### src/evc_pkg.sv
package evc_pkg;

    // ********************************************************
    // Register addresses
    // ********************************************************
    localparam logic [7:0] ADDR_START = 8'hD8;
    localparam logic [7:0] ADDR_RESULT = 8'hEF;
    localparam logic [7:0] ADDR_DELTA = 8'hF3;
    localparam logic [7:0] ADDR_PM_FLAG = 8'hF8;
    localparam logic [7:0] ADDR_PM_EN = 8'hEC;
    localparam logic [7:0] ADDR_STROBE = 8'hF9;

    // ********************************************************
    // Field positions and reset values
    // ********************************************************
    localparam int GO_BIT = 2;
    localparam int INTERVAL_LSB = 4;
    localparam int INTERVAL_W = 2;
    localparam int DELTA_LSB = 0;
    localparam int DELTA_W = 3;
    localparam int CHANGE_BIT = 3;
    localparam int DATA_W = 8;
    localparam logic [DATA_W-1:0] RESULT_RST = 8'h00;
    localparam logic [INTERVAL_W-1:0] INTERVAL_OFF = 2'h0;
    localparam logic [DELTA_W-1:0] DELTA_RST = 3'h0;

    // One code of the result equals this many microvolts
    localparam int LSB_UV = 15300;

    // ********************************************************
    // Timing
    // ********************************************************
    localparam int CLK_PERIOD_NS = 50;
    localparam int STROBE_UNIT_NS = 1000000;
    localparam int STROBE_UNIT_CYCLES = STROBE_UNIT_NS / CLK_PERIOD_NS;

    // ********************************************************
    // Types
    // ********************************************************
    typedef enum logic [1:0] {
        FULL_POWER_STATE,
        BATTERY_ACTIVE_STATE,
        DEEP_SLEEP_STATE
    } evc_pwr_state_t;

    typedef struct packed {
        logic wr;
        logic rd;
        logic [7:0] addr;
        logic [7:0] wdata;
    } evc_sfr_req_t;

    typedef struct packed {
        logic done;
        logic [DATA_W-1:0] data;
    } evc_conv_t;

endpackage

### src/evc_ctrl.sv
// Summary of operation
// 8-bit result, 15.3 mV per code
// Start bit launches single conversion, then interrupt
// Background off until interval field nonzero
// Background change above delta sets flag
// Enable bit routes change flag to interrupt
// Full power: single and background allowed
// Battery active: single only, no background
// Deep sleep: background conversions only
// Result loads only on interrupt
// Interrupt on big change or single done
// Software: single, then delta, then interval
// Keep reference of last interrupting result
`timescale 1ns/1ps
`default_nettype none

module evc_ctrl #(
    parameter int unsigned UNIT_CYCLES = evc_pkg::STROBE_UNIT_CYCLES
) (
    input wire logic clk_i, // System clock
    input wire logic nrst_i, // Sync reset, active low
    input wire evc_pkg::evc_sfr_req_t sfr_req_i, // Register access
    output logic [7:0] sfr_rdata_o, // Read data, one cycle late
    input wire evc_pkg::evc_pwr_state_t pwr_state_i, // Power state
    output logic conv_start_o, // Start pulse to converter
    input wire evc_pkg::evc_conv_t conv_i, // Converter done and data
    output logic adc_irq_o, // ADC interrupt pulse
    output logic psm_irq_o // Power management interrupt level
);
    localparam int DW = evc_pkg::DATA_W;

    typedef enum logic {ST_IDLE, ST_BUSY} evc_state_t;

    function automatic logic [DW-1:0] abs_diff(input logic [DW-1:0] a,
                                               input logic [DW-1:0] b);
        abs_diff = (a > b) ? a - b : b - a;
    endfunction

    // ********************************************************
    // State
    // ********************************************************
    evc_state_t state_r;
    logic go_r, bg_r, pend_r, flag_r, en_r;
    logic [evc_pkg::INTERVAL_W-1:0] interval_r;
    logic [evc_pkg::DELTA_W-1:0] delta_r;
    logic [DW-1:0] result_r, ref_r, rdata_r;
    logic start_r, adc_irq_r, psm_irq_r;
    logic tick;

    // ********************************************************
    // Decode
    // ********************************************************
    wire [7:0] wd = sfr_req_i.wdata;
    wire wr_start = sfr_req_i.wr && sfr_req_i.addr == evc_pkg::ADDR_START;
    wire wr_delta = sfr_req_i.wr && sfr_req_i.addr == evc_pkg::ADDR_DELTA;
    wire wr_flag = sfr_req_i.wr && sfr_req_i.addr == evc_pkg::ADDR_PM_FLAG;
    wire wr_en = sfr_req_i.wr && sfr_req_i.addr == evc_pkg::ADDR_PM_EN;
    wire wr_strobe = sfr_req_i.wr && sfr_req_i.addr == evc_pkg::ADDR_STROBE;

    wire full_pwr = pwr_state_i == evc_pkg::FULL_POWER_STATE;
    wire batt_act = pwr_state_i == evc_pkg::BATTERY_ACTIVE_STATE;
    wire deep_slp = pwr_state_i == evc_pkg::DEEP_SLEEP_STATE;

    // Processor halted in deep sleep, so no single starts there
    wire single_ok = full_pwr || batt_act;
    wire bg_ok = (interval_r != evc_pkg::INTERVAL_OFF)
                 && (full_pwr || deep_slp);

    wire go_req = wr_start && wd[evc_pkg::GO_BIT] && single_ok;
    wire idle = state_r == ST_IDLE;
    // A start left pending from before deep sleep waits there
    wire launch_single = idle && go_r && single_ok;
    // Single start has priority over a pending background strobe
    wire launch_bg = idle && !launch_single && pend_r && bg_ok;
    wire launch = launch_single || launch_bg;

    wire done = state_r == ST_BUSY && conv_i.done;
    wire diff_big = abs_diff(conv_i.data, ref_r)
                    > DW'(delta_r);
    wire bg_change = done && bg_r && diff_big;
    wire hit = done && (!bg_r || diff_big);

    // Set wins over a same-cycle software clear
    wire flag_nxt = bg_change
                    || (flag_r && !(wr_flag && !wd[evc_pkg::CHANGE_BIT]));
    wire go_nxt = go_req || (go_r && !launch_single);
    wire pend_nxt = bg_ok && (tick || (pend_r && !launch_bg));
    wire bg_nxt = launch ? launch_bg : bg_r;
    wire [7:0] interval_byte = 8'(interval_r) << evc_pkg::INTERVAL_LSB;
    wire [7:0] rd_mux =
        (sfr_req_i.addr == evc_pkg::ADDR_RESULT) ? result_r :
        (sfr_req_i.addr == evc_pkg::ADDR_START) ? 8'(go_r) << evc_pkg::GO_BIT :
        (sfr_req_i.addr == evc_pkg::ADDR_DELTA) ? 8'(delta_r) :
        (sfr_req_i.addr == evc_pkg::ADDR_PM_FLAG) ?
            8'(flag_r) << evc_pkg::CHANGE_BIT :
        (sfr_req_i.addr == evc_pkg::ADDR_PM_EN) ?
            8'(en_r) << evc_pkg::CHANGE_BIT :
        (sfr_req_i.addr == evc_pkg::ADDR_STROBE) ? interval_byte : 8'h00;

    // ********************************************************
    // Strobe timer
    // ********************************************************
    evc_strobe_timer #(.UNIT_CYCLES(UNIT_CYCLES)) evc_strobe_timer_inst (
        .clk_i(clk_i),
        .nrst_i(nrst_i),
        .interval_i(interval_r),
        .tick_o(tick)
    );

    // ********************************************************
    // Registers
    // ********************************************************
    always_ff @(posedge clk_i) begin
        if (!nrst_i) begin
            state_r <= ST_IDLE;
            go_r <= 1'h0;
            bg_r <= 1'h0;
            pend_r <= 1'h0;
            start_r <= 1'h0;
        end else begin
            state_r <= launch ? ST_BUSY : (done ? ST_IDLE : state_r);
            go_r <= go_nxt;
            bg_r <= bg_nxt;
            pend_r <= pend_nxt;
            start_r <= launch;
        end
    end

    always_ff @(posedge clk_i) begin
        if (!nrst_i) begin
            interval_r <= evc_pkg::INTERVAL_OFF;
            delta_r <= evc_pkg::DELTA_RST;
            en_r <= 1'h0;
            flag_r <= 1'h0;
        end else begin
            if (wr_strobe) begin
                interval_r <= wd[evc_pkg::INTERVAL_LSB +: evc_pkg::INTERVAL_W];
            end
            if (wr_delta) begin
                delta_r <= wd[evc_pkg::DELTA_LSB +: evc_pkg::DELTA_W];
            end
            if (wr_en) begin
                en_r <= wd[evc_pkg::CHANGE_BIT];
            end
            flag_r <= flag_nxt;
        end
    end

    always_ff @(posedge clk_i) begin
        if (!nrst_i) begin
            result_r <= evc_pkg::RESULT_RST;
            ref_r <= evc_pkg::RESULT_RST;
            adc_irq_r <= 1'h0;
            psm_irq_r <= 1'h0;
            rdata_r <= 8'h00;
        end else begin
            if (hit) begin
                result_r <= conv_i.data;
                ref_r <= conv_i.data;
            end
            adc_irq_r <= hit;
            psm_irq_r <= flag_r && en_r;
            rdata_r <= rd_mux;
        end
    end

    assign sfr_rdata_o = rdata_r;
    assign conv_start_o = start_r;
    assign adc_irq_o = adc_irq_r;
    assign psm_irq_o = psm_irq_r;
endmodule

`default_nettype wire

### src/evc_strobe_timer.sv
`timescale 1ns/1ps
`default_nettype none

module evc_strobe_timer #(
    parameter int unsigned UNIT_CYCLES = evc_pkg::STROBE_UNIT_CYCLES
) (
    input wire logic clk_i, // System clock
    input wire logic nrst_i, // Sync reset, active low
    input wire logic [evc_pkg::INTERVAL_W-1:0] interval_i, // Units
    output logic tick_o // One-cycle strobe
);
    localparam int CW = $clog2(UNIT_CYCLES + 1);

    logic [CW-1:0] pre_r;
    logic [evc_pkg::INTERVAL_W-1:0] units_r;
    logic tick_r;

    wire running = interval_i != evc_pkg::INTERVAL_OFF;
    wire unit_end = pre_r == CW'(UNIT_CYCLES - 1);
    wire period_end = unit_end && (units_r == interval_i - 2'h1);

    always_ff @(posedge clk_i) begin
        if (!nrst_i || !running) begin
            pre_r <= '0;
            units_r <= '0;
            tick_r <= 1'h0;
        end else begin
            pre_r <= unit_end ? '0 : pre_r + CW'(1);
            units_r <= period_end ? '0 : units_r + 2'(unit_end);
            tick_r <= period_end;
        end
    end

    assign tick_o = tick_r;
endmodule

`default_nettype wire

### config.mk
export PLATFORM = sky130hd
export DESIGN_NAME = evc_ctrl
export DESIGN_NICKNAME = d
export VERILOG_FILES = /design/src/evc_pkg.sv /design/src/evc_ctrl.sv /design/src/evc_strobe_timer.sv
export SDC_FILE = /design/constraint.sdc
export NUM_CORES = 1
export LEC_CHECK = 0
export ABC_AREA = 1
export BUFFER_PORTS_ARGS = -buffer_cell sky130_fd_sc_hd__buf_4
export CAP_MARGIN = 20
export CORE_MARGIN = 2
export CORE_UTILIZATION = 43
export DETAILED_ROUTE_END_ITERATION = 10
export GPL_TIMING_DRIVEN = 0
export SYNTH_ARGS = -nofsm -noshare
export SYNTH_HDL_FRONTEND = slang
export SYNTH_SLANG_ARGS = --single-unit
### constraint.sdc
create_clock -name clk_i -period 5.9 [get_ports clk_i]
set_input_delay 0.295 -clock clk_i [delete_from_list [all_inputs] [get_ports clk_i]]
set_output_delay 0.295 -clock clk_i [all_outputs]
set_load 0.01 [all_outputs]
---- Yosys cells after proc, flatten, opt, wreduce, memory -nomap -nowiden ----
Index checks and enable logic that the tools add are counted.
Widths: inputs -> output; s select.
storage, ports and cells
  input bits .............................. 31
  output and inout bits ................... 11
  word-level logic and storage cells ...... 87
  register bits after elaboration ......... 48
cells by class
  bitwise gates (word level) .............. 1
  mux-type cells .......................... 9
  order comparisons ....................... 2
  reductions and logical operators ........ 44
  equal/unequal tests ..................... 10
  add/subtract/negate cells ............... 5
operators with widths
  kind                   number
  $eq 8x8->1 const B     6
  $mux 6                 5
  $logic_and 1x1->1      24
  $mux 8                 2
  $sub 8x8->8            2
  $add 15x1->15 const B  1
  $eq 15x15->1 const B   1
  $gt 8x3->1             1
  $gt 8x8->1             1
  $logic_or 1x1->1       8
  $logic_not 1->1        7
  $reduce_bool 2->1      2
  $reduce_or 2->1        2
  $add 2x1->2            1
  $eq 2x1->1 const B     1
  $eq 2x2->1             1
  $eq 2x2->1 const B     1
  $logic_not 2->1        1
  $mux 1                 2
  $sub 2x1->2 const B    1
  $not 1->1              1

---- Depth between registers and ports, before layout ----
  word-level depth ........................ 11
  mapped depth ............................ 21
  mapped depth without buffers ............ 19

---- By module ----
From an unflattened synthesis, not the netlist that was laid out.
second synthesis, totals
  cell total of the unflattened synthesis .. 479
  area total of the unflattened synthesis .. 3,099.2 um2
modules (own cells, without submodules)
  module            cells each  area each (um2)  times used  seq. area each (um2)
  evc_ctrl          330         2,135.8          1           600.6
  evc_strobe_timer  149         963.4            1           360.3

---- Least setup slack after synthesis ----
No wires, ideal clock.
  path kind ............................... input to register
  start ................................... input port conv_i[0] (netlist bit)
  end ..................................... register ref_r[0]
  buffers on the path ..................... 1
  slack ................................... 2,893 ps
  setup time .............................. 115 ps
  arrival time ............................ 2,892 ps
  stages on the path ...................... 19
  cell sequence ........................... inv_1 -> ha_1 -> inv_1 -> fa_1 -> nand3_1 -> nand2_1 -> nand2_1 -> nand2_1 -> nand2_2 -> mux2_2 -> ha_1 -> inv_1 -> nor2_1 -> o21a_1 -> o21ai_0 -> nand3_4 -> buf_6 -> a21oi_1 -> nor2_1
between the ends
  longest elaborated chain between the ends .. 5
  elaborated cells on any way between the ends .. 7
  those cells by class .................... add/sub: 2; order compare: 2; mux: 1; reduce/logical: 2
ends and longest elaborated chain
  what                                              RTL line         source
  start, declared                                   evc_ctrl.sv:26   input wire evc_pkg::evc_conv_t conv_i,
  $sub 8x8->8 / $gt 8x8->1 (equally long branches)  evc_ctrl.sv:36   abs_diff = (a > b) ? a - b : b - a;
  $mux 8                                            evc_ctrl.sv:36
  $gt 8x3->1                                        evc_ctrl.sv:79   > DW'(delta_r);
  $logic_or 1x1->1                                  evc_ctrl.sv:81   wire hit = done && (!bg_r || diff_big);
  $logic_and 1x1->1                                 evc_ctrl.sv:81
  end signal, assigned                              evc_ctrl.sv:152  ref_r <= evc_pkg::RESULT_RST;
  end signal, assigned                              evc_ctrl.sv:159  ref_r <= conv_i.data;
  end, declared                                     evc_ctrl.sv:46   logic [DW-1:0] result_r, ref_r, rdata_r;
Several ways; a longest one is shown, not always the timed one.
A chain may end at the register's enable or synchronous reset.

---- Final worst setup path ----
  start ................................... register ref_r[0]
  end ..................................... register ref_r[2]
between the ends
  longest elaborated chain between the ends .. 5
  elaborated cells on any way between the ends .. 7
  those cells by class .................... add/sub: 2; order compare: 2; mux: 1; reduce/logical: 2
ends and longest elaborated chain
  what                                              RTL line
  $sub 8x8->8 / $gt 8x8->1 (equally long branches)  evc_ctrl.sv:36
  $mux 8 *                                          evc_ctrl.sv:36
  $gt 8x3->1 *                                      evc_ctrl.sv:79
  $logic_or 1x1->1 *                                evc_ctrl.sv:81
  $logic_and 1x1->1 *                               evc_ctrl.sv:81
Every way passes the cells marked *; elsewhere a longest branch is shown, timed or not.

==> impl_metrics.env <==
export IMPL_place_congestion=0.8033
export IMPL_synth_seq_cells=48
export IMPL_final_fill_count=664
export IMPL_cts_root_to_sink_buffers=2
export IMPL_fin_worst_skew_ns=0.01299
export IMPL_ctsHtreeMaxLevel=2
export IMPL_path_class="flop to flop"
export IMPL_ff2ff_setup_slack_ns=2.51
export IMPL_dieArea_mm2=0.007403
export IMPL_cts_root_buf="sky130_fd_sc_hd__clkbuf_8"
export IMPL_ioPinCount=42
export IMPL_chipHeight_um=86.04
export IMPL_irDropWorstVdd_v=0.0001425
export IMPL_netlist_instances=426
export IMPL_synth_top_area_cell="sky130_fd_sc_hd__dfxtp_1"
export IMPL_setup_tns_ns=0
export IMPL_drt_first_iter_violations=125
export IMPL_dpl_hpwl_mm=5.204
export IMPL_post_synth_instance_area_mm2=0.002894
export IMPL_flow_area_growth_from_synthesis_pct=17.94
export IMPL_number_of_flops_mapped_to_enable_cells_by_yosys=0
export IMPL_vias_per_cell=4.918
export IMPL_powerDensity_mw_per_mm2=199.9
export IMPL_grtUsageMet2=0.2967
export IMPL_grt_busiest_layer="met2"
export IMPL_grt_max_degree=17
export IMPL_placeableCoreArea_mm2=0.006422
export IMPL_cts_resized_gates=0
export IMPL_required_ns=6.10
export IMPL_io_buffer_count=38
export IMPL_number_of_antenna_violations_at_the_first_check_in_global_routing=0
export IMPL_routed_wire_length_per_instance_um=11.88
export IMPL_remaining_overflow_grt=0
export IMPL_timing_final_ws_setup_ns=2.508
export IMPL_arrival_ns=3.59
export IMPL_grt_util_met1=0.2636
export IMPL_yosys_top_cells_area="sky130_fd_sc_hd__dfxtp_1 33%, sky130_fd_sc_hd__nand2_1 12%, sky130_fd_sc_hd__inv_1 10%"
export IMPL_grt_pass1_wl_mm=11.30
export IMPL_share_of_the_cycle_needed_by_the_critical_path_after_routing=0.5749
export IMPL_power_leakage_uw=0.001585
export IMPL_post_cts_repair_setup_buffers=0
export IMPL_synth_main_ff_cell="sky130_fd_sc_hd__dfxtp_1"
export IMPL_grt_pass1_vias=2552
export IMPL_distinct_cell_type_count_after_synthesis=34
export IMPL_floorplan_initialDensity=0.4506
export IMPL_timing_fmax_ghz=0.2948
export IMPL_first_pass_iteration_count_of_the_detailed_router=4
export IMPL_crit_path_start_kind="flop"
export IMPL_worstHoldPathType="primary input to flop"
export IMPL_final_hold_viol_count=0
export IMPL_worst_setup_hold_path_clk_slew_ns=0.10
export IMPL_slew_violations=0
export IMPL_finalSetupViolations=0
export IMPL_worst_margin_slew_ns=0.5495
export IMPL_clock_sinks=48
export IMPL_layout_drive_gt1_share=0.1335
export IMPL_outcome="finished, final reports clean"
export IMPL_number_of_buffers_inserted_during_clock_tree_synthesis=5
export IMPL_cts_hold_buffers_added=0
export IMPL_wirelength_mm=6.520
export IMPL_final_period_demand_of_the_worst_path_ns=3.392
export IMPL_die_width_um=86.04
export IMPL_syn_mean_instance_area_um2=6.793
export IMPL_finalPower_uw=682.2
export IMPL_cell_area_placed_mm2=0.003276
export IMPL_clk_latency_ns=0.30
export IMPL_finalInstanceArea_mm2=0.003413
export IMPL_slew_limit_headroom=0.6303
export IMPL_cts_tree="yes"
export IMPL_yosysSeqAreaShare=0.3320
export IMPL_cap_violations=0
export IMPL_detail_route_drc_violations=0
export IMPL_num_rows=29
export IMPL_detailroute_via_count=2700
export IMPL_groute_layer_met3_usage=0.02984
export IMPL_place_worst_setup_slack_ns=2.381
export IMPL_nNetsFinal=525
export IMPL_synth_warning_count=0
export IMPL_num_antenna_cells=0
export IMPL_timing_hold_ws_ns=0.2667
export IMPL_mappedNetlistNets=480
export IMPL_grt_setup_unrepaired="no"
export IMPL_synth_top_area_frac=0.3320
export IMPL_cp_end_kind="flop"
export IMPL_critical_path_max_fanout=10
export IMPL_synth_async_reset_ratio=0
export IMPL_ant_nets=0
export IMPL_grt_use_total=0.1877
where the power goes:
group	total [uW]	internal, uW	switching [uW]
logic	74.2	32.0	42.2
registers	324	324	0.0689
clock network	284	171	114
total	682	526	156
per-stage QoR:
| stage | instances | utilization |
|---|---|---|
| floorplan | 426 | - |
| global placement | 541 | 0.5100 |
| detailed placement | 541 | 0.5100 |
| CTS | 549 | 0.5315 |
| global route | 549 | 0.5315 |
| finish | 549 | 0.5315 |
worst paths after layout:
check	start	end	cells after the start
setup reg to reg	ref_r[0]	ref_r[2]	18
setup / recovery	ref_r[0]	ref_r[2]	18
hold / removal	pwr_state_i[0]	pend_r	4
hold reg to reg	evc_strobe_timer_inst.pre_r[0]	evc_strobe_timer_inst.pre_r[0]	1
worst max-delay path: stages, from the launching register on:
cell and delay, ns:
sky130_fd_sc_hd__dfxtp_1 0.36, sky130_fd_sc_hd__ha_1 0.15, sky130_fd_sc_hd__inv_1 0.08, sky130_fd_sc_hd__fa_1 0.43, sky130_fd_sc_hd__nand3_1 0.11, sky130_fd_sc_hd__nand2_1 0.07
sky130_fd_sc_hd__nand2_1 0.05, sky130_fd_sc_hd__nand2_1 0.05, sky130_fd_sc_hd__nand2_2 0.11, sky130_fd_sc_hd__mux2_2 0.37, sky130_fd_sc_hd__ha_1 0.29, sky130_fd_sc_hd__inv_1 0.06
sky130_fd_sc_hd__nor2_1 0.03, sky130_fd_sc_hd__o21a_1 0.15, sky130_fd_sc_hd__o21ai_0 0.37, sky130_fd_sc_hd__nand3_4 0.20, sky130_fd_sc_hd__buf_6 0.20, sky130_fd_sc_hd__a21oi_1 0.14
sky130_fd_sc_hd__nor2_1 0.06
metal layers:
metal | routed length, um | vias up
met4 | 64 | 0
li1 | - | 1445
met1 | 3375 | 1201
met5 | 0 | -
met3 | 217 | 6
met2 | 2862 | 48
synth_stat cells (all sizes together), types with 3 or more instances:
cell type,n
or2,4
nand3,39
nor2,49
nor3,12
nand4,8
ha,21
nand2,93
o21ai,14
a21oi,28
o22ai,4
clkbuf,4
dfxtp,48
xor2,4
inv,77
buf,3
state kept, by name, indices dropped and copies added (netlist names):
name                           cells
bg_r                               1
go_r                               1
evc_strobe_timer_inst.tick_o       1
flag_r                             1
psm_irq_o                          1
evc_strobe_timer_inst.units_r      2
evc_strobe_timer_inst.pre_r       15
pend_r                             1
state_r                            1
en_r                               1
delta_r                            3
interval_r                         2
adc_irq_o                          1
sfr_rdata_o                        8
ref_r                              8
conv_start_o                       1
cells in the final DEF, fill, tap and decap left out, types with 2 or more instances in the layout:
cell	netlist	final
sky130_fd_sc_hd__a21oi_1	27	27
sky130_fd_sc_hd__buf_4	0	38
sky130_fd_sc_hd__buf_6	3	3
sky130_fd_sc_hd__bufinv_16	0	2
sky130_fd_sc_hd__clkbuf_1	3	3
sky130_fd_sc_hd__clkbuf_8	0	5
sky130_fd_sc_hd__dfxtp_1	48	48
sky130_fd_sc_hd__fa_1	2	2
sky130_fd_sc_hd__ha_1	21	21
sky130_fd_sc_hd__inv_1	77	77
sky130_fd_sc_hd__nand2_1	90	90
sky130_fd_sc_hd__nand2_2	3	3
sky130_fd_sc_hd__nand3_1	37	37
sky130_fd_sc_hd__nand4_1	8	8
sky130_fd_sc_hd__nor2_1	48	48
sky130_fd_sc_hd__nor3_1	12	12
sky130_fd_sc_hd__nor3b_1	2	2
sky130_fd_sc_hd__nor4_1	2	2
sky130_fd_sc_hd__o21ai_0	14	14
sky130_fd_sc_hd__o22ai_1	4	4
sky130_fd_sc_hd__o32ai_1	2	2
sky130_fd_sc_hd__or2_2	4	4
sky130_fd_sc_hd__xnor2_1	2	2
sky130_fd_sc_hd__xor2_1	4	4
cells by family (layout without fill, tap and decap cells):
| family | Yosys count | after routing | share of synthesized area |
|---|---|---|---|
| simple gates | 210 | 210 | 0.3195 |
| buf+inv | 85 | 131 | 0.1193 |
| fa+ha+maj | 23 | 23 | 0.1046 |
| xor+xnor | 6 | 6 | 0.01816 |
| compound gates | 52 | 52 | 0.09901 |
| flops | 48 | 48 | 0.3320 |
| mux | 2 | 2 | 0.007350 |
final cells by class:
type / count / area, um2 / share of cell area
plain buffers: 7 / 52.55 / 0.01540
flip-flops and latches: 48 / 960.9 / 0.2815
well taps: 77 / 96.34 / 0.02823
repair buffers: 38 / 285.3 / 0.08358
inverters: 78 / 292.8 / 0.08578
clock buffers: 5 / 68.82 / 0.02016
clock inverters: 3 / 68.82 / 0.02016
multi-input cells: 293 / 1588 / 0.4652
Note: power is estimated with default switching activity, not from simulation.
